`config.mk`:
```
export PLATFORM = sky130hd
export DESIGN_NAME = adc_ctrl
export DESIGN_NICKNAME = d
export VERILOG_FILES = /design/src/design/adc_ctrl_pkg.sv /design/src/design/adc_ctrl.sv
export SDC_FILE = /design/constraint.sdc
export NUM_CORES = 1
export LEC_CHECK = 0
export BUFFER_PORTS_ARGS = -buffer_cell sky130_fd_sc_hd__clkbuf_2
export CAP_MARGIN = 20
export CORE_ASPECT_RATIO = 2
export CORE_MARGIN = 2
export CORE_UTILIZATION = 30
export CTS_CLUSTER_DIAMETER = 200
export CTS_CLUSTER_SIZE = 8
export DETAILED_ROUTE_END_ITERATION = 6
export HOLD_SLACK_MARGIN = 0.06
export SLEW_MARGIN = 10
export SYNTH_ARGS = -nofsm -noshare
export SYNTH_HDL_FRONTEND = slang
export SYNTH_SLANG_ARGS = --single-unit
```
`constraint.sdc`:
```
create_clock -name SYS_CLK -period 6.1 [get_ports SYS_CLK]
set_input_delay 0.915 -clock SYS_CLK [delete_from_list [all_inputs] [get_ports SYS_CLK]]
set_output_delay 0.915 -clock SYS_CLK [all_outputs]
set_load 0.005 [all_outputs]
```
`src/design/adc_ctrl_pkg.sv`:
```
// package: register map, field positions, reset values and timing counts
package adc_ctrl_pkg;
    // register word indexes (byte address is four times the index)
    localparam logic [13:0] IDX_MAIN = 14'h1D26;
    localparam logic [13:0] IDX_GUARD = 14'h1D27;
    localparam logic [13:0] IDX_COMP = 14'h1D28;
    localparam logic [13:0] IDX_PRE = 14'h1D30;
    localparam logic [13:0] IDX_CLKDIV = 14'h1D31;
    localparam logic [13:0] IDX_AUX = 14'h1D32;
    localparam logic [13:0] IDX_RES_L = 14'h1D33;
    localparam logic [13:0] IDX_RES_H = 14'h1D34;
    localparam logic [13:0] IDX_PREV_L = 14'h1D35;
    localparam logic [13:0] IDX_PREV_H = 14'h1D36;
    localparam logic [13:0] IDX_FILT_L = 14'h1D37;
    localparam logic [13:0] IDX_FILT_H = 14'h1D38;
    localparam logic [13:0] IDX_STAT = 14'h1D39;
    // converter_control_main fields
    localparam int BIT_ON = 7;
    localparam int BIT_CONTINUOUS_RETRIGGER = 6;
    localparam int BIT_CS = 4;
    localparam int BIT_FM = 2;
    localparam int BIT_IC = 1;
    localparam int BIT_GO = 0;
    // precharge_guard_control fields
    localparam int BIT_PRECHARGE_POLARITY = 7;
    localparam int BIT_INVERTED_PRECHARGE_EN = 6;
    localparam int BIT_GUARD_POLARITY = 5;
    localparam int BIT_PRECHARGE_CAP_ONLY = 1;
    localparam int BIT_DOUBLE_SAMPLE_EN = 0;
    // computation_control fields
    localparam int BIT_PREV_SOURCE_SEL = 7;
    localparam int BIT_CRS = 4;
    localparam int BIT_ACCUM_CLEAR = 3;
    localparam int BIT_MD = 0;
    // auxiliary and status fields
    localparam int BIT_SOI = 0;
    localparam int BIT_IRQ = 0;
    localparam int BIT_AOV = 1;
    localparam int BIT_STAGE = 2;
    localparam int BIT_SECOND = 5;
    // reset values
    localparam logic [7:0] RST_MAIN = 8'h02;
    localparam logic [7:0] RST_GUARD = 8'h00;
    localparam logic [7:0] RST_COMP = 8'h00;
    localparam logic [7:0] RST_PRE = 8'h00;
    localparam logic [5:0] RST_CLKDIV = 6'h00;
    // timing in conversion-clock ticks
    localparam logic [7:0] ACQ_TICKS = 8'h04;
    localparam logic [3:0] LAST_BIT = 4'hB;
    // operating modes
    typedef enum logic [2:0] {
        MD_BASIC = 3'b000,
        MD_ACCUM = 3'b001,
        MD_AVG = 3'b010,
        MD_BURST = 3'b011,
        MD_LPF = 3'b100
    } mode_t;
    // conversion stages
    typedef enum logic [1:0] {
        ST_IDLE = 2'b00,
        ST_PRE = 2'b01,
        ST_ACQ = 2'b10,
        ST_CONV = 2'b11
    } stage_t;
endpackage

```
`src/design/adc_ctrl.sv`:
```
// converter control and configuration block with a wishbone register slave
//
// Overview of operation
// - enable bit turns converter on, gates starts
// - writing go starts cycle; reads one meanwhile
// - continuous mode restarts until cleared or threshold
// - one-shot mode clears go after each conversion
// - go cleared midway: partial result, no flag
// - clock from rc oscillator or divided system
// - single-ended: x1 right, x0 left justified
// - differential: four sign and justify formats
// - input config selects differential, resets one
// - precharge polarity sets pin and cap levels
// - inverted precharge flips second sample polarities
// - guard outputs start at guard polarity; A starts inverted with zero precharge time
// - cap-only precharge leaves the pin alone
// - double sampling computes after every pair
// - previous result, or filter output if selected, loaded at conversion start
// - low-pass filter constant two to shift
// - accumulate modes shift result right
// - basic and reserved modes ignore shift
// - accumulator clear clears state, self-clears
// - mode field selects the computation mode
// - zero precharge time skips precharge stage
//
// The Wishbone interface to the registers was decided locally.
`timescale 1ns/1ps
module adc_ctrl (
    // clock and reset
    input wire logic SYS_CLK,
    input wire logic SYS_RST,
    // wishbone slave
    input wire logic WB_CYC_I,
    input wire logic WB_STB_I,
    input wire logic WB_WE_I,
    input wire logic [15:0] WB_ADR_I,
    input wire logic [3:0] WB_SEL_I,
    input wire logic [31:0] WB_DAT_I,
    output logic [31:0] WB_DAT_O,
    output logic WB_ACK_O,
    // analog front end
    input wire logic RC_OSC_IN,
    input wire logic COMP_BIT_IN,
    input wire logic THRESH_IRQ_IN,
    output logic CONV_ACTIVE,
    output logic CAP_PRECHARGE,
    output logic CAP_LEVEL,
    output logic SAMPLE_CONNECT,
    output logic ANA_PIN_O,
    output logic ANA_PIN_OE_N,
    output logic GUARD_A,
    output logic GUARD_B
);
    import adc_ctrl_pkg::*;

    // every flip-flop of the block
    typedef struct packed {
        logic ack;
        logic [7:0] rdata;
        logic on;
        logic continuous_retrigger;
        logic cs;
        logic [1:0] fm;
        logic ic;
        logic go;
        logic precharge_polarity;
        logic inverted_precharge_en;
        logic guard_polarity;
        logic precharge_cap_only;
        logic double_sample_en;
        logic prev_source_sel;
        logic [2:0] crs;
        logic accum_clear;
        logic [2:0] md;
        logic stop_on_interrupt;
        logic [7:0] pre_time;
        logic [5:0] clk_div;
        stage_t stage;
        logic second;
        logic [7:0] tick_cnt;
        logic [5:0] div_cnt;
        logic [11:0] raw;
        logic [3:0] bit_cnt;
        logic [15:0] result;
        logic [15:0] prev;
        logic [15:0] filt;
        logic [17:0] acc;
        logic [7:0] cnt;
        logic accum_overflow;
        logic irq;
        logic done;
        logic rc_s1;
        logic rc_s2;
        logic rc_s3;
        logic cmp_s1;
        logic cmp_s2;
        logic cap_pre;
        logic cap_lvl;
        logic smp_con;
        logic pin_o;
        logic pin_oe_n;
        logic grd_a;
        logic grd_b;
    } state_t;

    state_t q; // registered state
    state_t d; // next state
    logic [13:0] idx; // word index of the bus address
    logic req; // bus request present
    logic wr; // write takes effect this edge
    logic [7:0] wdat; // write byte
    logic tick; // conversion clock tick
    logic do_start; // begin a conversion this cycle
    logic pol; // precharge polarity of the starting sample
    logic gpl; // guard polarity of the starting sample
    logic [11:0] raw_n; // raw word with the newest bit
    logic [18:0] acc_sum; // accumulator plus result with carry
    logic signed [16:0] lp_diff; // filter error term
    logic signed [16:0] lp_step; // filter error after shift
    logic irq_ev; // a completion sets the flag this cycle

    assign idx = WB_ADR_I[15:2];

    // result formatting by input configuration and format code
    function automatic logic [15:0] fmt(input logic [11:0] r,
                                        input logic ic,
                                        input logic [1:0] fm);
        logic [11:0] mag;
        logic [15:0] o;
        mag = r[11] ? 12'(~r + 12'h001) : r;
        if (!ic) begin
            o = fm[0] ? {4'h0, r} : {r, 4'h0};
        end else begin
            case (fm)
                2'b11: o = {r[11], 3'h0, mag};
                2'b10: o = {r[11], mag[10:0], 4'h0};
                2'b01: o = {{4{r[11]}}, r};
                default: o = {r, 4'h0};
            endcase
        end
        return o;
    endfunction

    // register readback; unimplemented bits are zero
    function automatic logic [7:0] rd_reg(input state_t s,
                                          input logic [13:0] a);
        logic [7:0] v;
        v = 8'h00;
        if (a == IDX_MAIN) begin
            v = {s.on, s.continuous_retrigger, 1'b0, s.cs, s.fm, s.ic, s.go};
        end else if (a == IDX_GUARD) begin
            v = {s.precharge_polarity, s.inverted_precharge_en, s.guard_polarity, 3'h0, s.precharge_cap_only, s.double_sample_en};
        end else if (a == IDX_COMP) begin
            v = {s.prev_source_sel, s.crs, s.accum_clear, s.md};
        end else if (a == IDX_PRE) begin
            v = s.pre_time;
        end else if (a == IDX_CLKDIV) begin
            v = {2'h0, s.clk_div};
        end else if (a == IDX_AUX) begin
            v = {7'h00, s.stop_on_interrupt};
        end else if (a == IDX_RES_L) begin
            v = s.result[7:0];
        end else if (a == IDX_RES_H) begin
            v = s.result[15:8];
        end else if (a == IDX_PREV_L) begin
            v = s.prev[7:0];
        end else if (a == IDX_PREV_H) begin
            v = s.prev[15:8];
        end else if (a == IDX_FILT_L) begin
            v = s.filt[7:0];
        end else if (a == IDX_FILT_H) begin
            v = s.filt[15:8];
        end else if (a == IDX_STAT) begin
            v = {2'h0, s.second, 1'b0, s.stage, s.accum_overflow, s.irq};
        end
        return v;
    endfunction

    // next-state logic: bus slave, conversion sequencer, computation
    always_comb begin
        d = q;
        do_start = 1'b0;
        wdat = WB_DAT_I[7:0];
        req = WB_CYC_I && WB_STB_I;
        wr = req && q.ack && WB_WE_I && WB_SEL_I[0];
        d.done = 1'b0;
        irq_ev = 1'b0;
        // synchronisers for pins from the analog side
        d.rc_s1 = RC_OSC_IN;
        d.rc_s2 = q.rc_s1;
        d.rc_s3 = q.rc_s2;
        d.cmp_s1 = COMP_BIT_IN;
        d.cmp_s2 = q.cmp_s1;
        // ack one cycle after the request, dropped the cycle after
        d.ack = req && !q.ack;
        if (req && !q.ack) begin
            d.rdata = rd_reg(q, idx);
        end
        // conversion clock from rc edges or the system divider
        if (q.div_cnt >= q.clk_div) begin
            d.div_cnt = 6'h00;
        end else begin
            d.div_cnt = 6'(q.div_cnt + 6'h01);
        end
        if (q.cs) begin
            tick = q.rc_s2 && !q.rc_s3;
        end else begin
            tick = (q.div_cnt >= q.clk_div);
        end
        raw_n = {q.raw[10:0], q.cmp_s2};
        // accumulator clear finishes one cycle after it is requested
        if (q.accum_clear) begin
            d.acc = 18'h00000;
            d.cnt = 8'h00;
            d.accum_overflow = 1'b0;
            d.accum_clear = 1'b0;
        end
        // sequencer, advanced on conversion clock ticks
        if (q.stage != ST_IDLE && tick) begin
            case (q.stage)
                ST_PRE: begin
                    if (q.tick_cnt <= 8'h01) begin
                        d.stage = ST_ACQ;
                        d.tick_cnt = ACQ_TICKS;
                        d.cap_pre = 1'b0;
                        d.pin_oe_n = 1'b1;
                        d.smp_con = 1'b1;
                        d.grd_a = ~q.grd_a;
                    end else begin
                        d.tick_cnt = 8'(q.tick_cnt - 8'h01);
                    end
                end
                ST_ACQ: begin
                    if (q.tick_cnt <= 8'h01) begin
                        d.stage = ST_CONV;
                        d.bit_cnt = 4'h0;
                        d.smp_con = 1'b0;
                    end else begin
                        d.tick_cnt = 8'(q.tick_cnt - 8'h01);
                    end
                end
                ST_CONV: begin
                    d.raw = raw_n;
                    d.bit_cnt = 4'(q.bit_cnt + 4'h1);
                    if (q.bit_cnt == LAST_BIT) begin
                        d.result = fmt(raw_n, q.ic, q.fm);
                        d.irq = 1'b1;
                        irq_ev = 1'b1;
                        d.stage = ST_IDLE;
                        if (q.double_sample_en && !q.second) begin
                            d.second = 1'b1;
                            do_start = 1'b1;
                        end else begin
                            d.second = 1'b0;
                            d.done = 1'b1;
                            if (q.continuous_retrigger && !(q.stop_on_interrupt && THRESH_IRQ_IN)) begin
                                do_start = 1'b1;
                            end else begin
                                d.go = 1'b0;
                            end
                        end
                    end
                end
                default: begin
                    d.stage = ST_IDLE;
                end
            endcase
        end
        // computation works on the result that has just been formed
        acc_sum = {1'b0, q.acc} + {3'h0, d.result};
        lp_diff = $signed({1'b0, d.result}) - $signed({1'b0, q.filt});
        lp_step = lp_diff >>> q.crs;
        // computation at the end of a sample or a pair
        if (d.done && !q.accum_clear) begin
            case (q.md)
                MD_ACCUM, MD_AVG, MD_BURST: begin
                    d.acc = acc_sum[17:0];
                    d.cnt = 8'(q.cnt + 8'h01);
                    d.filt = 16'(acc_sum[17:0] >> q.crs);
                    if (acc_sum[18]) begin
                        d.accum_overflow = 1'b1;
                    end
                end
                MD_LPF: begin
                    d.filt = 16'(q.filt + lp_step[15:0]);
                end
                default: begin
                    d.filt = q.filt;
                end
            endcase
        end
        // software writes take effect on the acknowledging edge
        if (wr) begin
            if (idx == IDX_MAIN) begin
                d.on = wdat[BIT_ON];
                d.continuous_retrigger = wdat[BIT_CONTINUOUS_RETRIGGER];
                d.cs = wdat[BIT_CS];
                d.fm = wdat[BIT_FM +: 2];
                d.ic = wdat[BIT_IC];
                if (!wdat[BIT_ON]) begin
                    d.go = 1'b0;
                end else if (wdat[BIT_GO] && q.stage == ST_IDLE) begin
                    d.go = 1'b1;
                    d.second = 1'b0;
                    do_start = 1'b1;
                end else if (!wdat[BIT_GO]) begin
                    d.go = 1'b0;
                end
                if (!d.go && q.stage != ST_IDLE) begin
                    d.result = fmt(q.raw, q.ic, q.fm);
                    d.irq = q.irq;
                    d.done = 1'b0;
                    d.acc = q.acc;
                    d.cnt = q.cnt;
                    d.filt = q.filt;
                    d.accum_overflow = q.accum_overflow;
                    d.second = 1'b0;
                    do_start = 1'b0;
                    d.stage = ST_IDLE;
                end
            end else if (idx == IDX_GUARD) begin
                d.precharge_polarity = wdat[BIT_PRECHARGE_POLARITY];
                d.inverted_precharge_en = wdat[BIT_INVERTED_PRECHARGE_EN];
                d.guard_polarity = wdat[BIT_GUARD_POLARITY];
                d.precharge_cap_only = wdat[BIT_PRECHARGE_CAP_ONLY];
                d.double_sample_en = wdat[BIT_DOUBLE_SAMPLE_EN];
            end else if (idx == IDX_COMP) begin
                d.prev_source_sel = wdat[BIT_PREV_SOURCE_SEL];
                d.crs = wdat[BIT_CRS +: 3];
                d.md = wdat[BIT_MD +: 3];
                if (wdat[BIT_ACCUM_CLEAR]) begin
                    d.accum_clear = 1'b1;
                end
            end else if (idx == IDX_PRE) begin
                d.pre_time = wdat;
            end else if (idx == IDX_CLKDIV) begin
                d.clk_div = wdat[5:0];
            end else if (idx == IDX_AUX) begin
                d.stop_on_interrupt = wdat[BIT_SOI];
            end else if (idx == IDX_STAT) begin
                // write one clears; a completion this cycle wins
                if (wdat[BIT_IRQ] && !irq_ev) begin
                    d.irq = 1'b0;
                end
            end
        end
        // start of a conversion: previous result, precharge setup
        pol = (d.second && q.double_sample_en && q.inverted_precharge_en) ? ~q.precharge_polarity : q.precharge_polarity;
        gpl = (d.second && q.double_sample_en && q.inverted_precharge_en) ? ~q.guard_polarity : q.guard_polarity;
        if (do_start) begin
            d.prev = q.prev_source_sel ? q.filt : d.result;
            d.raw = 12'h000;
            d.grd_b = gpl;
            if (q.pre_time != 8'h00) begin
                d.stage = ST_PRE;
                d.tick_cnt = q.pre_time;
                d.cap_pre = 1'b1;
                d.cap_lvl = ~pol;
                d.pin_o = pol;
                d.pin_oe_n = q.precharge_cap_only;
                d.smp_con = 1'b0;
                d.grd_a = gpl;
            end else begin
                d.stage = ST_ACQ;
                d.tick_cnt = ACQ_TICKS;
                d.cap_pre = 1'b0;
                d.pin_oe_n = 1'b1;
                d.smp_con = 1'b1;
                d.grd_a = ~gpl;
            end
        end else if (d.stage == ST_IDLE) begin
            d.cap_pre = 1'b0;
            d.pin_oe_n = 1'b1;
            d.smp_con = 1'b0;
            d.grd_a = 1'b0;
            d.grd_b = 1'b0;
        end
    end

    // state register with synchronous reset
    always_ff @(posedge SYS_CLK) begin
        if (SYS_RST) begin
            q <= '0;
            q.on <= RST_MAIN[BIT_ON];
            q.ic <= RST_MAIN[BIT_IC];
            q.pre_time <= RST_PRE;
            q.clk_div <= RST_CLKDIV;
            q.pin_oe_n <= 1'b1;
        end else begin
            q <= d;
        end
    end

    // outputs straight from flip-flops
    assign WB_DAT_O = {24'h000000, q.rdata};
    assign WB_ACK_O = q.ack;
    assign CONV_ACTIVE = q.go;
    assign CAP_PRECHARGE = q.cap_pre;
    assign CAP_LEVEL = q.cap_lvl;
    assign SAMPLE_CONNECT = q.smp_con;
    assign ANA_PIN_O = q.pin_o;
    assign ANA_PIN_OE_N = q.pin_oe_n;
    assign GUARD_A = q.grd_a;
    assign GUARD_B = q.grd_b;
endmodule

```
==> results.md <==
* Die area at 43600 µm²
* Gr usage total at between 10% and 20%
* First-pass GRT wire length at roughly 68 mm
* Final Max Slew Viols at 0
* Routed vias at 13300
* Min-Delay Path Class: reg2reg
* Clk sinks at 157
* Vias in the first global route at 12200
* Boundary Pins at 101
* Status: complete, but fails checks
* DRT Pass-1 Iters at 7
* Synthesized cell area at about 13000 µm²
* CTS buffer count at 17
* Clock Tree Buf Depth at 2
* Dominant cells by area after synthesis: dfxtp_1, ha_1, nand2_1
* Number of synthesized flops with an enable pin at 0
* Initial Utilization at between 30% and 40%
* Worst path slowest cell: mux4_2
* H-tree depth at 4
* Die Y at 293 µm
* PD cells at roughly 140 nW/µm²
* Leakage Power at 6.24 nW
* ANT cells at 0
* Share of Yosys cell area claimed by the top area cell type at 25.0%
* Largest net degree at the start of global routing at 70
* Clock Skew at roughly 0.017 ns
* Worst r2r src: q[105]
* Asr flop ratio synth at 0%
* DRT Wirelength at 44.7 mm
* RSZ-0062 raised after global routing: yes
* Hpwl dp at 33.7 mm
* Overflow after GRT at 0
* Area delta synth->final at 22.3%
* RR Endpoint: q[55]
* Post-DRT Antenna Nets at 0
* Final Hold Viols at 0
* Slew @ Worst Pin at 1.10 ns
* FMAX at 165 MHz
* Max cap viols at 0
* Final GP Congestion at 0.978
* TritonCTS clock tree: done
* CP max stage delay at 0.50 ns
* Clock Latency Late Sink at 0.45 ns
* Worst setup endpoint: q[55]
* Clock transition at the registers of the reported paths at roughly 0.060 ns
* Gate Count Post-Synth at 1674
* First-iteration detailed-routing DRC count at 1278
* Crit path time final at 6.05 ns
* Worst setup SP type: register
* Worst Path Max Fanout at 7
* Reg2reg setup slack at 0.05 ns
* Kind of capture point of the worst setup path: register
* Arr. time, crit path at 6.38 ns
* Num rows at 106
* Leading area contributor after synthesis: dfxtp_1
* Core Footprint at 41500 µm²
* Synthesized area per cell at 7.51 µm²
* NumNets Final at around 1900
* Sequential area share after synthesis at 25.0%
* Synth unique cells at 84
* # port buffers at between 40 and 50
* Initial antenna violation count at 0
* R2r worst-path depth at 31
* Via-to-Cell Ratio at 5.61
* Critical path origin: q[105]
* Final setup viols at 0
* Worst EP required at 6.43 ns
* Slew HR at approximately a quarter
* Post-Place Cells at between 2000 and 2500
* Peak VDD IR at 0.175 mV
* Commonest cells post-synth: nand2_1, nor2_1, dfxtp_1
* Top_reg_cell synth: dfxtp_1
* Final period utilization at 99.2%
* Violated checks: DRC
* Non-Filler Instances at about 2400
* Synth warn at 0
* Hold slack at 0.438 ns
* #FFs+latches synth at 157
* Chip Width at 149 µm
* Layout cells sized above 1 at 21.4%
* Worst Setup Path Type: reg2reg
* CTS root buffer: clkbuf_16
* DRC viols at 2
* Most common cell in the synthesized netlist: nand2_1
* Post-detailed-route wirelength per cell at 18.9 µm
## through the flow
stage	setup WS (ns)	utilization [%]	cell area [µm²]	power, mW	setup TNS, ns
after floorplan	0.0345	-	12700	1.11	0
after global placement	-0.321	34.3	14200	1.13	-1.46
after detailed placement	-0.306	34.3	14200	1.13	-1.36
after CTS	-0.0124	36.1	15000	2.21	-0.0233
after global routing	-0.174	37.0	15400	2.26	-0.673
final	0.0489	37.0	15400	2.20	0
## metal layers
layer	track usage [%]	routed length, µm
met3	3.34	3110
met2	31.5	20400
met4	8.71	2000
met1	26.4	19200
met5	0	0
## registers in the layout, summed over array words and instances, names as in the netlist
register	cells
ANA_PIN_O	1
ANA_PIN_OE_N	1
CAP_LEVEL	1
CAP_PRECHARGE	1
CONV_ACTIVE	1
GUARD_A	1
GUARD_B	1
SAMPLE_CONNECT	1
WB_ACK_O	1
WB_DAT_O	8
d	3
q	137
## critical path: cells and delay by family (launching register included)
kind                     cells  cell delay [ns]
multiplexers                 3             0.99
adder cells (fa/ha/maj)      3             0.76
flip-flops                   1             0.33
AO/OA/AOI/OAI               13             2.52
buffers and inverters        5             0.61
AND/OR/NAND/NOR              6             0.64
XOR/XNOR                     1             0.06
## worst min-delay path by stage
stage                     slack [ns]    to  depth (start not counted)   from
after floorplan                 0.41  q[9]                          2   d[9]
after global placement          0.42  q[7]                          1   d[7]
after detailed placement        0.43  q[7]                          1   d[7]
after CTS                       0.44  q[7]                          1   d[7]
after global routing            0.47  d[9]                          1  d[10]
final                           0.44  q[9]                          2   d[9]
## placed cells by master, fill, tap and decap left out, types with 8 or more instances in the layout
cell,netlist,final
a211oi_1,36,35
a21o_1,18,18
a21oi_1,127,118
a21oi_2,2,11
a221oi_1,22,20
a22oi_1,29,29
a311oi_1,10,10
a31oi_1,17,15
and2_1,14,14
and3_1,14,13
buf_4,32,179
clkbuf_16,0,17
clkbuf_2,0,46
conb_1,1,24
dfxtp_1,157,156
ha_1,66,59
inv_1,56,53
mux2_2,16,14
mux2i_1,56,49
mux4_2,11,11
nand2_1,209,207
nand2b_1,20,19
nand3_1,63,61
nand4_1,9,9
nor2_1,182,180
nor2b_1,24,20
nor3_1,39,37
nor4_1,12,9
o211ai_1,16,16
o21a_1,17,16
o21ai_0,86,77
o21ai_1,9,11
o21ai_2,2,8
o22ai_1,10,9
xnor2_1,41,37
xor2_1,22,20
## kinds of logic (layout without fill, tap and decap cells)
kind of cell,after synthesis,in the layout,synth area share [%]
mux,83,83,7.87
simple gates,626,626,22.9
fa+ha+maj,69,69,7.05
other cells,1,24,0.0298
xor+xnor,63,63,4.39
compound gates,486,486,26.0
flops,157,157,25.0
buf+inv,189,322,6.76
## final cells by class
class,count,area [µm²]
Sequential cell,157,3140
Clock buffer,19,453
Tap cell,540,676
Timing Repair Buffer,228,1630
Multi-Input combinational cell,1351,9110
Inverter,62,233
Clock inverter,13,129
Fill cell,4313,26100
## repair_timing
item,4_1_cts,5_1_grt
pin swaps,12,39
resized for setup,27,70
endpoints found under the setup margin,8,10
setup buffers,5,9
hold buffers,0,0
## power by group
part           switching, mW  internal, mW  leakage [nW]
clock                  0.498         0.592         0.281
combinational         0.0580        0.0214          4.69
sequential           0.00234          1.03          1.27
total                  0.558          1.64          6.24
Note: power is estimated with default switching activity, not from simulation.
